===== src/pss_pkg.sv =====
`default_nettype none
package pss_pkg;
    // Bus and bank geometry
    localparam int ADDR_W = 12;
    localparam int CPU_W = 2;
    localparam int BANK_W = 32;
    localparam int SW_N = 16;
    localparam int PRIV_N = 16;
    localparam int SHR_FIRST = 32;
    // Register map
    localparam logic [ADDR_W-1:0] CTRL_OFF = 12'h000;
    localparam logic [ADDR_W-1:0] GRP_BASE = 12'h080;
    localparam logic [ADDR_W-1:0] SET_BASE = 12'h200;
    localparam logic [ADDR_W-1:0] CLR_BASE = 12'h280;
    localparam logic [ADDR_W-1:0] EDGE_BASE = 12'hc00;
    localparam int CTRL_LOCK_BIT = 0;
    localparam int PROT_NS_BIT = 1;
    // Reset values and responses
    localparam logic RST_BIT = 1'b0;
    localparam logic [1:0] RESP_OKAY = 2'h0;
    localparam logic [1:0] RESP_SLVERR = 2'h2;

    // Word-aligned hit inside a bank of n registers
    function automatic logic in_bank(input logic [ADDR_W-1:0] a,
                                     input logic [ADDR_W-1:0] base,
                                     input int n);
        logic [ADDR_W-1:0] off;
        off = a - base;
        in_bank = (a[1:0] == 2'h0) && (a >= base)
                  && ({22'h0, off[ADDR_W-1:2]} < 32'(n));
    endfunction : in_bank

    // Register index inside a bank
    function automatic logic [9:0] bank_of(input logic [ADDR_W-1:0] a,
                                           input logic [ADDR_W-1:0] base);
        logic [ADDR_W-1:0] off;
        off = a - base;
        bank_of = off[ADDR_W-1:2];
    endfunction : bank_of

    // Byte strobes widened to a bit mask
    function automatic logic [31:0] strb_mask(input logic [3:0] s);
        strb_mask = {{8{s[3]}}, {8{s[2]}}, {8{s[1]}}, {8{s[0]}}};
    endfunction : strb_mask
endpackage : pss_pkg
`default_nettype wire


===== src/pss_reg_if.sv =====
`timescale 1ns/1ps
`default_nettype none
interface pss_reg_if;
    import pss_pkg::*;
    // Write side, one cycle per completed write
    logic wr_req;
    logic [ADDR_W-1:0] wr_addr;
    logic [31:0] wr_data;
    logic [3:0] wr_strb;
    logic wr_ns;
    logic [CPU_W-1:0] wr_cpu;
    logic wr_ok;
    // Read side, looked up combinationally
    logic [ADDR_W-1:0] rd_addr;
    logic rd_ns;
    logic [CPU_W-1:0] rd_cpu;
    logic [31:0] rd_data;
    logic rd_ok;
    modport bus (output wr_req, wr_addr, wr_data, wr_strb, wr_ns, wr_cpu,
                 output rd_addr, rd_ns, rd_cpu,
                 input wr_ok, rd_data, rd_ok);
    modport core (input wr_req, wr_addr, wr_data, wr_strb, wr_ns, wr_cpu,
                  input rd_addr, rd_ns, rd_cpu,
                  output wr_ok, rd_data, rd_ok);
endinterface : pss_reg_if
`default_nettype wire


===== src/pss_pend_cell.sv =====
`timescale 1ns/1ps
`default_nettype none
module pss_pend_cell
    import pss_pkg::*;
(
    // Clock and reset
    input wire logic aclk,
    input wire logic aresetn,
    // Source and configuration
    input wire logic edge_mode,
    input wire logic line_in,
    // Write-one strobes
    input wire logic set_wr,
    input wire logic clr_wr,
    // Status
    output logic pending,
    output logic latched
);
    logic latch_reg, latch_next, line_reg, line_next, rise, ev;

    // Latch: set events win over a clear in the same cycle
    always_comb
    begin
        line_next = line_in;
        rise = line_in & ~line_reg;
        ev = set_wr | (edge_mode & rise);
        if (ev)
            latch_next = 1'b1;
        else if (clr_wr)
            latch_next = 1'b0;
        else
            latch_next = latch_reg;
    end

    always_ff @(posedge aclk)
    begin
        if (!aresetn)
        begin
            latch_reg <= RST_BIT;
            line_reg <= RST_BIT;
        end
        else
        begin
            latch_reg <= latch_next;
            line_reg <= line_next;
        end
    end

    // Level sources stay pending while the line is high
    assign pending = latch_reg | (~edge_mode & line_in);
    assign latched = latch_reg;
endmodule : pss_pend_cell
`default_nettype wire


===== src/pss_axil_slave.sv =====
`timescale 1ns/1ps
`default_nettype none
module pss_axil_slave
    import pss_pkg::*;
(
    // Clock and reset
    input wire logic aclk,
    input wire logic aresetn,
    // Write address, data, response
    input wire logic [ADDR_W-1:0] awaddr,
    input wire logic [2:0] awprot,
    input wire logic [CPU_W-1:0] aw_cpu,
    input wire logic awvalid,
    output logic awready,
    input wire logic [31:0] wdata,
    input wire logic [3:0] wstrb,
    input wire logic wvalid,
    output logic wready,
    output logic [1:0] bresp,
    output logic bvalid,
    input wire logic bready,
    // Read address and data
    input wire logic [ADDR_W-1:0] araddr,
    input wire logic [2:0] arprot,
    input wire logic [CPU_W-1:0] ar_cpu,
    input wire logic arvalid,
    output logic arready,
    output logic [31:0] rdata,
    output logic [1:0] rresp,
    output logic rvalid,
    input wire logic rready,
    // Core side
    pss_reg_if.bus rif
);
    logic awr_reg, awr_next, wr_reg, wr_next, bv_reg, bv_next;
    logic arr_reg, arr_next, rv_reg, rv_next;
    logic [1:0] br_reg, br_next, rr_reg, rr_next;
    logic [31:0] rd_reg, rd_next, wd_reg, wd_next;
    logic [3:0] ws_reg, ws_next;
    logic [ADDR_W-1:0] wa_reg, wa_next;
    logic ns_reg, ns_next;
    logic [CPU_W-1:0] cpu_reg, cpu_next;

    // Write completes once both halves are held and no answer waits
    assign rif.wr_req = !awr_reg && !wr_reg && !bv_reg;
    assign rif.wr_addr = wa_reg;
    assign rif.wr_data = wd_reg;
    assign rif.wr_strb = ws_reg;
    assign rif.wr_ns = ns_reg;
    assign rif.wr_cpu = cpu_reg;
    assign rif.rd_addr = araddr;
    assign rif.rd_ns = arprot[PROT_NS_BIT];
    assign rif.rd_cpu = ar_cpu;

    // Channel handshakes
    always_comb
    begin
        awr_next = awr_reg;
        wr_next = wr_reg;
        bv_next = bv_reg;
        br_next = br_reg;
        arr_next = arr_reg;
        rv_next = rv_reg;
        rr_next = rr_reg;
        rd_next = rd_reg;
        wa_next = wa_reg;
        wd_next = wd_reg;
        ws_next = ws_reg;
        ns_next = ns_reg;
        cpu_next = cpu_reg;
        if (awvalid && awr_reg)
        begin
            awr_next = 1'b0;
            wa_next = awaddr;
            ns_next = awprot[PROT_NS_BIT];
            cpu_next = aw_cpu;
        end
        if (wvalid && wr_reg)
        begin
            wr_next = 1'b0;
            wd_next = wdata;
            ws_next = wstrb;
        end
        if (rif.wr_req)
        begin
            awr_next = 1'b1;
            wr_next = 1'b1;
            bv_next = 1'b1;
            br_next = rif.wr_ok ? RESP_OKAY : RESP_SLVERR;
        end
        if (bv_reg && bready)
            bv_next = 1'b0;
        if (arvalid && arr_reg)
        begin
            arr_next = 1'b0;
            rv_next = 1'b1;
            rd_next = rif.rd_data;
            rr_next = rif.rd_ok ? RESP_OKAY : RESP_SLVERR;
        end
        if (rv_reg && rready)
        begin
            rv_next = 1'b0;
            arr_next = 1'b1;
        end
    end

    always_ff @(posedge aclk)
    begin
        if (!aresetn)
        begin
            awr_reg <= 1'b1;
            wr_reg <= 1'b1;
            arr_reg <= 1'b1;
            bv_reg <= RST_BIT;
            rv_reg <= RST_BIT;
            br_reg <= RESP_OKAY;
            rr_reg <= RESP_OKAY;
            rd_reg <= '0;
            wa_reg <= '0;
            wd_reg <= '0;
            ws_reg <= '0;
            ns_reg <= RST_BIT;
            cpu_reg <= '0;
        end
        else
        begin
            awr_reg <= awr_next;
            wr_reg <= wr_next;
            arr_reg <= arr_next;
            bv_reg <= bv_next;
            rv_reg <= rv_next;
            br_reg <= br_next;
            rr_reg <= rr_next;
            rd_reg <= rd_next;
            wa_reg <= wa_next;
            wd_reg <= wd_next;
            ws_reg <= ws_next;
            ns_reg <= ns_next;
            cpu_reg <= cpu_next;
        end
    end

    assign awready = awr_reg;
    assign wready = wr_reg;
    assign bvalid = bv_reg;
    assign bresp = br_reg;
    assign arready = arr_reg;
    assign rvalid = rv_reg;
    assign rresp = rr_reg;
    assign rdata = rd_reg;
endmodule : pss_axil_slave
`default_nettype wire


===== src/pss_pending_ctrl.sv =====
`timescale 1ns/1ps
`default_nettype none
// How it works
// - Set read: software/private pending on this CPU, shared anywhere.
// - Edge source: writing 1 sets pending, 0 or repeat does nothing.
// - Level source not pending: writing 1 makes it pending.
// - Level source already latched: another set write changes nothing.
// - Level source pending by line: set write latches, survives deassertion.
// - Set bits of software interrupts ignore writes.
// - Set register n at 0x200 plus 4n, bit m modulo 32.
// - Clear write 1 removes pending; clear read shows pending.
// - Unimplemented interrupt bits read zero and ignore writes.
// - With security, group 0 bits are hidden from non-secure accesses.
// - Lockdown freezes pending bits of lockable group 0 shared interrupts.
// - Clear bits of software interrupts are read-only.
// - Register count is line count plus one, from register zero.
// - Register 0 is banked per processor, covering interrupts 0-31.
// - Banks exist always and are common to both security states.
// - Edge clear: pending drops; no effect when not pending.
// - Level clear drops only the latch; asserted line keeps pending.
// - Level pending latched by write or follows line; edge latches.
module pss_pending_ctrl
    import pss_pkg::*;
#(
    parameter int NUM_CPUS = 2,
    parameter int LINE_COUNT = 1,
    parameter int NUM_SHARED = 24,
    parameter int LOCK_SHARED = 8,
    parameter bit SECURITY = 1'b1
)(
    // Clock and reset
    input wire logic aclk,
    input wire logic aresetn,
    // AXI4-Lite write channels
    input wire logic [ADDR_W-1:0] awaddr,
    input wire logic [2:0] awprot,
    input wire logic [CPU_W-1:0] aw_cpu,
    input wire logic awvalid,
    output logic awready,
    input wire logic [31:0] wdata,
    input wire logic [3:0] wstrb,
    input wire logic wvalid,
    output logic wready,
    output logic [1:0] bresp,
    output logic bvalid,
    input wire logic bready,
    // AXI4-Lite read channels
    input wire logic [ADDR_W-1:0] araddr,
    input wire logic [2:0] arprot,
    input wire logic [CPU_W-1:0] ar_cpu,
    input wire logic arvalid,
    output logic arready,
    output logic [31:0] rdata,
    output logic [1:0] rresp,
    output logic rvalid,
    input wire logic rready,
    // Interrupt sources
    input wire logic [NUM_SHARED-1:0] shared_irq_in,
    input wire logic [NUM_CPUS*PRIV_N-1:0] private_irq_in,
    input wire logic [NUM_CPUS*SW_N-1:0] sw_pending_in,
    // Pending status toward the rest of the distributor
    output logic [NUM_SHARED-1:0] pending_shared,
    output logic [NUM_CPUS*PRIV_N-1:0] pending_private
);
    localparam int NUM_REGS = LINE_COUNT + 1;
    localparam int NUM_IRQ = BANK_W * NUM_REGS;

    pss_reg_if rif ();

    logic [NUM_IRQ-1:0] grp_reg, grp_next, edge_reg, edge_next;
    logic lock_reg, lock_next;
    logic [NUM_SHARED-1:0] shr_out_reg, shr_out_next, shr_pend;
    logic [NUM_CPUS*PRIV_N-1:0] prv_out_reg, prv_out_next, prv_pend;
    logic [NUM_IRQ-1:0] impl_vec, wr_allow, rd_allow, set_hit, clr_hit;
    logic [NUM_IRQ-1:0] view;
    logic [31:0] wfull, rword;
    logic [9:0] wb, rb;
    logic w_set, w_clr, w_grp, w_edge, w_ctrl;
    logic r_pend, r_grp, r_edge, r_ctrl;

    // One bank word out of a per-interrupt vector
    function automatic logic [31:0] pick_word(input logic [NUM_IRQ-1:0] v,
                                              input logic [9:0] b);
        pick_word = '0;
        for (int k = 0; k < NUM_REGS; k++)
        begin
            if (b == 10'(k))
                pick_word = v[k*BANK_W +: BANK_W];
        end
    endfunction : pick_word

    // Bus front end; keeps every bus output on a flip-flop
    pss_axil_slave u_bus (
        .aclk(aclk),
        .aresetn(aresetn),
        .awaddr(awaddr),
        .awprot(awprot),
        .aw_cpu(aw_cpu),
        .awvalid(awvalid),
        .awready(awready),
        .wdata(wdata),
        .wstrb(wstrb),
        .wvalid(wvalid),
        .wready(wready),
        .bresp(bresp),
        .bvalid(bvalid),
        .bready(bready),
        .araddr(araddr),
        .arprot(arprot),
        .ar_cpu(ar_cpu),
        .arvalid(arvalid),
        .arready(arready),
        .rdata(rdata),
        .rresp(rresp),
        .rvalid(rvalid),
        .rready(rready),
        .rif(rif.bus)
    );

    // Address decode, shared by both directions
    always_comb
    begin
        w_set = in_bank(rif.wr_addr, SET_BASE, NUM_REGS);
        w_clr = in_bank(rif.wr_addr, CLR_BASE, NUM_REGS);
        w_grp = in_bank(rif.wr_addr, GRP_BASE, NUM_REGS);
        w_edge = in_bank(rif.wr_addr, EDGE_BASE, NUM_REGS);
        w_ctrl = (rif.wr_addr == CTRL_OFF);
        r_pend = in_bank(rif.rd_addr, SET_BASE, NUM_REGS)
                 || in_bank(rif.rd_addr, CLR_BASE, NUM_REGS);
        r_grp = in_bank(rif.rd_addr, GRP_BASE, NUM_REGS);
        r_edge = in_bank(rif.rd_addr, EDGE_BASE, NUM_REGS);
        r_ctrl = (rif.rd_addr == CTRL_OFF);
        wb = 10'h0;
        if (w_set || w_ctrl)
            wb = bank_of(rif.wr_addr, SET_BASE);
        else if (w_clr)
            wb = bank_of(rif.wr_addr, CLR_BASE);
        else if (w_grp)
            wb = bank_of(rif.wr_addr, GRP_BASE);
        else if (w_edge)
            wb = bank_of(rif.wr_addr, EDGE_BASE);
        if (r_ctrl)
            rb = 10'h0;
        else if (r_grp)
            rb = bank_of(rif.rd_addr, GRP_BASE);
        else if (r_edge)
            rb = bank_of(rif.rd_addr, EDGE_BASE);
        else if (rif.rd_addr >= CLR_BASE)
            rb = bank_of(rif.rd_addr, CLR_BASE);
        else
            rb = bank_of(rif.rd_addr, SET_BASE);
        wfull = rif.wr_data & strb_mask(rif.wr_strb);
    end

    // Which bits exist and which an access may touch
    always_comb
    begin
        for (int i = 0; i < NUM_IRQ; i++)
        begin
            impl_vec[i] = (i < SHR_FIRST) || (i < SHR_FIRST + NUM_SHARED);
            wr_allow[i] = impl_vec[i] && (i >= SW_N)
                && !(SECURITY && rif.wr_ns && !grp_reg[i])
                && !(SECURITY && lock_reg && !grp_reg[i]
                     && i >= SHR_FIRST
                     && i < SHR_FIRST + LOCK_SHARED);
            rd_allow[i] = impl_vec[i]
                && !(SECURITY && rif.rd_ns && !grp_reg[i]);
        end
    end

    // Write-one strobes per interrupt for the writing processor
    always_comb
    begin
        set_hit = '0;
        clr_hit = '0;
        for (int i = 0; i < NUM_IRQ; i++)
        begin
            if (rif.wr_req && wb == 10'(i / BANK_W)
                && wfull[i % BANK_W] && wr_allow[i])
            begin
                set_hit[i] = w_set;
                clr_hit[i] = w_clr;
            end
        end
    end

    // Private cells, one copy per processor
    for (genvar c = 0; c < NUM_CPUS; c++)
    begin : g_cpu
        for (genvar i = 0; i < PRIV_N; i++)
        begin : g_prv
            pss_pend_cell u_cell (
                .aclk(aclk),
                .aresetn(aresetn),
                .edge_mode(edge_reg[SW_N+i]),
                .line_in(private_irq_in[c*PRIV_N+i]),
                .set_wr(set_hit[SW_N+i] && rif.wr_cpu == CPU_W'(c)),
                .clr_wr(clr_hit[SW_N+i] && rif.wr_cpu == CPU_W'(c)),
                .pending(prv_pend[c*PRIV_N+i]),
                .latched()
            );
        end
    end

    // Shared cells, common to every processor and both security states
    for (genvar i = 0; i < NUM_SHARED; i++)
    begin : g_shr
        pss_pend_cell u_cell (
            .aclk(aclk),
            .aresetn(aresetn),
            .edge_mode(edge_reg[SHR_FIRST+i]),
            .line_in(shared_irq_in[i]),
            .set_wr(set_hit[SHR_FIRST+i]),
            .clr_wr(clr_hit[SHR_FIRST+i]),
            .pending(shr_pend[i]),
            .latched()
        );
    end

    // Read view for the reading processor
    always_comb
    begin
        view = '0;
        for (int c = 0; c < NUM_CPUS; c++)
        begin
            if (rif.rd_cpu == CPU_W'(c))
            begin
                view[0 +: SW_N] = sw_pending_in[c*SW_N +: SW_N];
                view[SW_N +: PRIV_N] = prv_pend[c*PRIV_N +: PRIV_N];
            end
        end
        view[SHR_FIRST +: NUM_SHARED] = shr_pend;
        rword = 32'h0;
        if (r_pend)
            rword = pick_word(view & rd_allow, rb);
        else if (r_grp && !rif.rd_ns)
            rword = pick_word(grp_reg & impl_vec, rb);
        else if (r_edge)
            rword = pick_word(edge_reg & rd_allow, rb);
        else if (r_ctrl)
            rword[CTRL_LOCK_BIT] = lock_reg;
        rif.rd_data = rword;
        rif.rd_ok = r_pend || r_grp || r_edge || r_ctrl;
        rif.wr_ok = w_set || w_clr || w_grp || w_edge || w_ctrl;
    end

    // Configuration; group and lock only take secure writes
    always_comb
    begin
        grp_next = grp_reg;
        edge_next = edge_reg;
        lock_next = lock_reg;
        for (int i = 0; i < NUM_IRQ; i++)
        begin
            if (rif.wr_req && wb == 10'(i / BANK_W) && impl_vec[i])
            begin
                if (w_grp && !rif.wr_ns)
                    grp_next[i] = wfull[i % BANK_W];
                if (w_edge && wr_allow[i])
                    edge_next[i] = wfull[i % BANK_W];
            end
        end
        // Lock is sticky until reset, so software cannot undo it
        if (rif.wr_req && w_ctrl && !rif.wr_ns && wfull[CTRL_LOCK_BIT])
            lock_next = 1'b1;
        shr_out_next = shr_pend;
        prv_out_next = prv_pend;
    end

    always_ff @(posedge aclk)
    begin
        if (!aresetn)
        begin
            grp_reg <= '0;
            edge_reg <= '0;
            lock_reg <= RST_BIT;
            shr_out_reg <= '0;
            prv_out_reg <= '0;
        end
        else
        begin
            grp_reg <= grp_next;
            edge_reg <= edge_next;
            lock_reg <= lock_next;
            shr_out_reg <= shr_out_next;
            prv_out_reg <= prv_out_next;
        end
    end

    assign pending_shared = shr_out_reg;
    assign pending_private = prv_out_reg;
endmodule : pss_pending_ctrl
`default_nettype wire


===== config.mk =====
export PLATFORM = sky130hd
export DESIGN_NAME = pss_pending_ctrl
export DESIGN_NICKNAME = d
export VERILOG_FILES = /design/src/pss_pkg.sv /design/src/pss_reg_if.sv /design/src/pss_pend_cell.sv /design/src/pss_axil_slave.sv /design/src/pss_pending_ctrl.sv
export SDC_FILE = /design/constraint.sdc
export NUM_CORES = 1
export LEC_CHECK = 0
export ABC_AREA = 0
export CAP_MARGIN = 20
export CORE_MARGIN = 2
export CORE_UTILIZATION = 50
export DETAILED_ROUTE_END_ITERATION = 16
export DONT_BUFFER_PORTS = 1
export RECOVER_POWER = 100
export SYNTH_ARGS = -nofsm -noshare
export SYNTH_HDL_FRONTEND = slang
export SYNTH_SLANG_ARGS = --single-unit

===== constraint.sdc =====
create_clock -name aclk -period 5.6 [get_ports aclk]
set_clock_uncertainty 0.2 [all_clocks]
set_input_delay 0.84 -clock aclk [delete_from_list [all_inputs] [get_ports aclk]]
set_output_delay 0.84 -clock aclk [all_outputs]
set_load 0.05 [all_outputs]

# Word-level counts from Yosys, hierarchy flattened
# Cells that the tools add are included.
[classes]
n_addsub = 8
n_lt_le_gt_ge = 16
n_eq_ne = 4
mux = 215
bitwise = 380
reduce_logical = 609
[op_table]
columns = ["cell", "count"]
rows = [
  ["1-bit logical AND", 326],
  ["32-bit 2-to-1 mux", 10],
  ["1-bit 2-to-1 mux", 194],
  ["1-bit bitwise AND", 168],
  ["1-bit logical NOT", 165],
  ["56-bit bitwise AND", 2],
  ["1-bit bitwise OR", 112],
  ["2-bit nonzero test", 56],
  ["1-bit NOT", 97],
  ["2-bit AND reduction", 42],
  ["10-bit by 2-bit < comparator with 1-bit output, second input constant", 8],
  ["10-bit 2-to-1 mux", 8],
  ["12-bit by 10-bit >= comparator with 1-bit output, second input constant", 4],
  ["12-bit by 10-bit subtractor with 12-bit output, second input constant", 4],
  ["32-bit bitwise AND", 1],
  ["31-bit 2-to-1 mux", 1],
  ["12-bit >= comparator, second input constant", 2],
  ["12-bit by 8-bit >= comparator with 1-bit output, second input constant", 2],
  ["12-bit logical NOT", 2],
  ["12-bit subtractor, second input constant", 2],
  ["12-bit by 8-bit subtractor with 12-bit output, second input constant", 2],
  ["10-bit by 1-bit == test with 1-bit output, second input constant", 2],
  ["10-bit logical NOT", 2],
  ["1-bit logical OR", 9],
  ["other kinds (4)", 11],
]
[word_totals]
register_bits = 357
elab_cells = 1402

# Longest topological paths before layout
[logic_depth]
ltp_word = 15
mapped_depth = 13

# By module
# A second synthesis with hierarchy kept.
[hier_totals]
cells_unflattened = 2154
area_unflattened_um2 = 18492.7
[by_module_without_submodules]
columns = ["module", "instances", "cells_each", "area_each_um2", "seq_area_each_um2"]
rows = [
  ["pss_pending_ctrl", 1, 1284, 9781.9, 3062.9],
  ["pss_pend_cell", 56, 8, 83.8, 40.0],
  ["pss_axil_slave", 1, 422, 4016.4, 1801.7],
]

# Least setup slack after synthesis
# No wires, ideal clock.
[synth_path]
path_kind = "input -> register"
startpoint = "in araddr[9]"
endpoint = "reg u_bus.rd_reg[0], in the netlist u_bus.rdata[0]"
setup_time_ps = 78
t_arrival_ps = 3432
t_required_ps = 5322
slack_ps = 1891
stages = 12
path_buffers = 2
cell_sequence = "clkbuf_1 inv_1 ha_1 nor4bb_1 o2111ai_2 o21ai_1 a211oi_1 nor2_1 nor4b_4 buf_4 a21oi_1 nor3_1"
[synth_via]
elab_chain_len = 12
word_cells_on_any_way = 39
classes_between = "add/sub (4); order compare (8); eq/ne (1); mux (14); reduce/logical (12)"
[synth_lines]
columns = ["element", "line", "source"]
rows = [
  ["start, declared", "pss_pending_ctrl.sv:48", "input wire logic [ADDR_W-1:0] araddr,"],
  ["12-bit subtractor / 12-bit >= comparator (equally long branches)", "pss_pkg.sv:28, pss_pkg.sv:37, pss_pkg.sv:29", ""],
  ["10-bit by 2-bit < comparator with 1-bit output / 1-bit logical AND (equally long branches)", "pss_pkg.sv:30, pss_pkg.sv:29", ""],
  ["1-bit logical AND", "pss_pkg.sv:30", "&& ({22'h0, off[ADDR_W-1:2]} < 32'(n));"],
  ["10-bit 2-to-1 mux", "pss_pending_ctrl.sv:146", "else if (r_edge)"],
  ["10-bit 2-to-1 mux", "pss_pending_ctrl.sv:144", "else if (r_grp)"],
  ["10-bit 2-to-1 mux", "pss_pending_ctrl.sv:142", "if (r_ctrl)"],
  ["10-bit logical NOT", "pss_pending_ctrl.sv:87", "if (b == 10'(k))"],
  ["32-bit 2-to-1 mux (2 in series)", "pss_pending_ctrl.sv:87", ""],
  ["1-bit 2-to-1 mux", "pss_pending_ctrl.sv:238", "else if (r_edge)"],
  ["32-bit 2-to-1 mux", "pss_pending_ctrl.sv:236", "else if (r_grp && !rif.rd_ns)"],
  ["32-bit 2-to-1 mux (*)", "pss_pending_ctrl.sv:234", "if (r_pend)"],
  ["end signal, assigned", "pss_axil_slave.sv:134", "rd_reg <= rd_next;"],
  ["end, declared", "pss_axil_slave.sv:38", "logic [31:0] rd_reg, rd_next, wd_reg, wd_next;"],
]
# Every way passes the cells marked *; elsewhere a longest branch is shown, timed or not.
# A chain may end at the register's enable or synchronous reset.

# Worst setup path after layout
[layout_path]
startpoint = "in araddr[10]"
endpoint = "reg u_bus.rd_reg[0], in the netlist u_bus.rdata[0]"
# Same word-level chain as after synthesis.

==> tab_implementation.tex <==
\begin{tabular}{lr}
\hline
Metric & Value \\
\hline
\multicolumn{2}{l}{\textbf{Placement}} \\
DP Wirelength & 34100 um \\
Routability congestion estimate & 0.882 \\
DP Cell Count & 2360 \\
Count of input and output buffers & 0 \\
\multicolumn{2}{l}{\textbf{Layout}} \\
Fillers & 3094 \\
Antenna cell count & 0 \\
Area Overhead vs Synth & 8.97\% \\
Share of cells above drive strength 1 & 6.63\% \\
Max reg flops & 56 \\
Nets@finish & 2146 \\
Final design utilization & 55.4\% \\
Commonest cells after routing, fill and taps aside & sky130\_fd\_sc\_hd\_\_dfxtp\_1, sky130\_fd\_sc\_hd\_\_nand2\_1, sky130\_fd\_sc\_hd\_\_a21oi\_1 \\
Most frequent standard cell in the layout excluding fill and tap cells & sky130\_fd\_sc\_hd\_\_dfxtp\_1 \\
Non-filler instance count after layout & 2432 \\
\multicolumn{2}{l}{\textbf{Pwr}} \\
Leakage & 6.31 nW \\
Peak VDD IR & 0.219 mV \\
Power density of the placed cells & 320 nW/um2 \\
\multicolumn{2}{l}{\textbf{Logic synthesis}} \\
Synthesized-area fraction occupied by and/or/nand/nor cells & 23.6\% \\
Adder and majority gate portion of the synthesized area & 1.51\% \\
Synthesis-stage register bit count & 355 \\
Async set-reset flop share out of synthesis & 0\% \\
Dominant cells by area after synthesis & sky130\_fd\_sc\_hd\_\_dfxtp\_1, sky130\_fd\_sc\_hd\_\_a21oi\_1, sky130\_fd\_sc\_hd\_\_nand2\_1 \\
Cell area after synthesis & 16600 um2 \\
Largest family of logic cells by synthesized area & simple AND/OR/NAND/NOR gates \\
Yosys top cell area share & 42.8\% \\
Xor/xnor cell area share of the yosys netlist & 0.211\% \\
Largest area contributor in the netlist & sky130\_fd\_sc\_hd\_\_dfxtp\_1 \\
Number of warnings reported in the yosys synthesis log & 0 \\
Leading register cell type out of synthesis & sky130\_fd\_sc\_hd\_\_dfxtp\_1 \\
Sequential area share after synthesis & 42.8\% \\
Multiplexer share of the synthesized area & 4.29\% \\
Number of distinct library cells after synthesis & 71 \\
Number of enable flip-flop cells after synthesis & 0 \\
Number of cells produced by synthesis & 2038 \\
Average cell area after synthesis & 8.14 um2 \\
Fraction of the mapped netlist area in compound gates & 22.3\% \\
\multicolumn{2}{l}{\textbf{Drt}} \\
Overall routed net length & 52000 um \\
Vias after detailed routing & 14800 \\
First-pass detailed-route iteration total & 5 \\
Remaining number of nets flagged by the antenna check after routing & 0 \\
Routed wire per std cell & 21.4 um \\
\# DRC & 0 \\
DRC violation total after the first TritonRoute iteration & 1099 \\
Vias per Instance & 6.10 \\
\multicolumn{2}{l}{\textbf{Outcome}} \\
Violations in the final reports & max-capacitance violations, max-slew violations \\
Run status & finished with violations \\
\multicolumn{2}{l}{\textbf{Worst setup path}} \\
Reg2Reg Launch Point & u\_bus.rif.wr\_addr[10] \\
Critical path class & input pin to flop \\
Biggest cell delay along the critical path & 1590 ps \\
R2r setup slk & 1110 ps \\
Crit-path leading delay family & compound AO/OA/AOI/OAI gates \\
Worst-path fanout max & 20 \\
Buffering stage count on the worst path with inverters included & 2 \\
Crit-path cells & inv\_1, ha\_1, nor3b\_1, and4\_1, o21ai\_0, and3\_1, o21bai\_1, nor4b\_4, clkbuf\_2, a2111oi\_0, nor3\_1 \\
Required time of the critical path & 5790 ps \\
Crit end category & flop \\
Data arrival time of the critical path & 4850 ps \\
Worst Setup Start Kind & input pin \\
Slowest CP cell & sky130\_fd\_sc\_hd\_\_o21bai\_1 \\
Depth of the most critical reg-to-reg path & 10 \\
Crit Reg-Reg Endpoint & grp\_reg[12] \\
\multicolumn{2}{l}{\textbf{STA}} \\
Hold WS & 224 ps \\
Tmin final & 4660 ps \\
Endpoints failing hold & 0 \\
Final number of max-transition violations & 219 \\
Highest clock frequency the design can meet & 215 MHz \\
Part of the cycle the worst path needs & 83.2\% \\
RSZ-0062 raised after global routing & false \\
Relative max-transition margin & -50.0\% \\
Setup TNS & 0 ps \\
Least-Margin Pin Slew & 2250 ps \\
Number of setup violations in the final report & 0 \\
\multicolumn{2}{l}{\textbf{Die}} \\
Core area & 32600 um2 \\
Die span in x & 186 um \\
Total Die Area & 34700 um2 \\
Num ports & 262 \\
Site row count & 66 \\
Die H & 186 um \\
Starting utilization of the core area & 50.9\% \\
\multicolumn{2}{l}{\textbf{GRT}} \\
Total track usage & 29.4\% \\
Initial antenna violation count & 2 \\
First-pass GRT wire length & 79600 um \\
Vias in the first global route & 14200 \\
Total global routing overflow & 0 \\
Pin count of the biggest net entering global routing & 196 \\
\multicolumn{2}{l}{\textbf{Hold path}} \\
Destination of the worst hold path & g\_shr[0].u\_cell.line\_reg \\
Count of cells along the worst hold path & 1 \\
Launch point of the worst hold path & shared\_irq\_in[0] \\
Hold/Removal Path Class & input pin to flop \\
\multicolumn{2}{l}{\textbf{Clock tree}} \\
Number of clock buffers inserted by TritonCTS & 40 \\
Buffers inserted by post-CTS timing repair & 0 \\
TritonCTS clock tree & done \\
Maximum number of buffers from clock root to sink & 3 \\
Level count of the clock H-tree & 2 \\
Count of hold buffers inserted by post-cts repair & 0 \\
Clock latency of the later-clocked register in the worst-skew pair & 530 ps \\
Post-CTS Resized & 0 \\
Sinks on Clock Net & 355 \\
Clock transition at path regs & 60 ps \\
Buffer cell driving the clock tree root & sky130\_fd\_sc\_hd\_\_clkbuf\_16 \\
\multicolumn{2}{l}{\textbf{Run}} \\
Maxcap violations & 5 \\
\hline
\end{tabular}
## routing by layer
layer	vias to the layer above	GRT usage, %	wire, um
li1	7105	-	-
met1	7034	40.4	22900
met2	592	46.3	23000
met3	91	5.76	4460
met4	4	9.76	1570
met5	-	0	27
## power by group
part | internal, mW | switching, mW | total (mW) | leakage [nW]
registers | 2.60 | 0.182 | 2.79 | 2.90
logic | 0.132 | 0.227 | 0.359 | 2.75
clock network | 1.60 | 1.05 | 2.65 | 0.659
total | 4.34 | 1.45 | 5.79 | 6.31
## final cells by class
| class | count | area, um2 | area share (%) |
|---|---|---|---|
| multi-input cells | 1463 | 8640 | 47.8 |
| flip-flops and latches | 355 | 7110 | 39.3 |
| clock buffers | 59 | 1180 | 6.54 |
| well taps | 442 | 553 | 3.06 |
| inverters | 78 | 298 | 1.65 |
| clock inverters | 12 | 153 | 0.844 |
| repair buffers | 23 | 153 | 0.844 |
## logic make-up (layout without fill, tap and decap cells)
family                     after synthesis  in the layout
and+or+nand+nor                        791            791
buffers and inverters                  221            172
AOI/OAI and AO/OA                      578            578
other                                    1              2
xor gates and xnor gates                 4              4
adders and majority gates               20             20
muxes                                   68             68
DFF                                    355            355
## through the flow
stage	worst slack (ps)	power [mW]	cell area, um2
CTS	1610	5.82	18100
floorplan	1890	3.11	16600
global placement	1290	3.19	16800
global route	683	5.97	18100
detailed placement	1300	3.20	16800
finish	940	5.79	18100
## synth_stat cells (38+ instances only)
master / n
sky130_fd_sc_hd__o211ai_1: 77
sky130_fd_sc_hd__dfxtp_1: 355
sky130_fd_sc_hd__and2_1: 73
sky130_fd_sc_hd__clkbuf_1: 127
sky130_fd_sc_hd__nand3_1: 81
sky130_fd_sc_hd__o31ai_1: 38
sky130_fd_sc_hd__mux2i_1: 43
sky130_fd_sc_hd__nor3_1: 40
sky130_fd_sc_hd__a21oi_1: 201
sky130_fd_sc_hd__a221oi_1: 52
sky130_fd_sc_hd__o21ai_0: 106
sky130_fd_sc_hd__nand2_1: 230
sky130_fd_sc_hd__inv_1: 78
sky130_fd_sc_hd__nor2_1: 199
## worst max-delay path by stage
stage / startpoint / endpoint / slack [ps] / cells after the start
2_1_floorplan: araddr[9] / u_bus.rdata[0] / 1890 / 12
3_3_place_gp: araddr[3] / u_bus.rdata[10] / 1290 / 9
3_5_place_dp: araddr[3] / u_bus.rdata[10] / 1300 / 9
4_1_cts: u_bus.rif.wr_addr[10] / g_shr[23].u_cell.latched / 1610 / 11
5_1_grt: u_bus.rif.wr_addr[10] / grp_reg[14] / 680 / 10
6_report: araddr[10] / u_bus.rdata[0] / 940 / 11
Power figures use the tool's default switching activity.
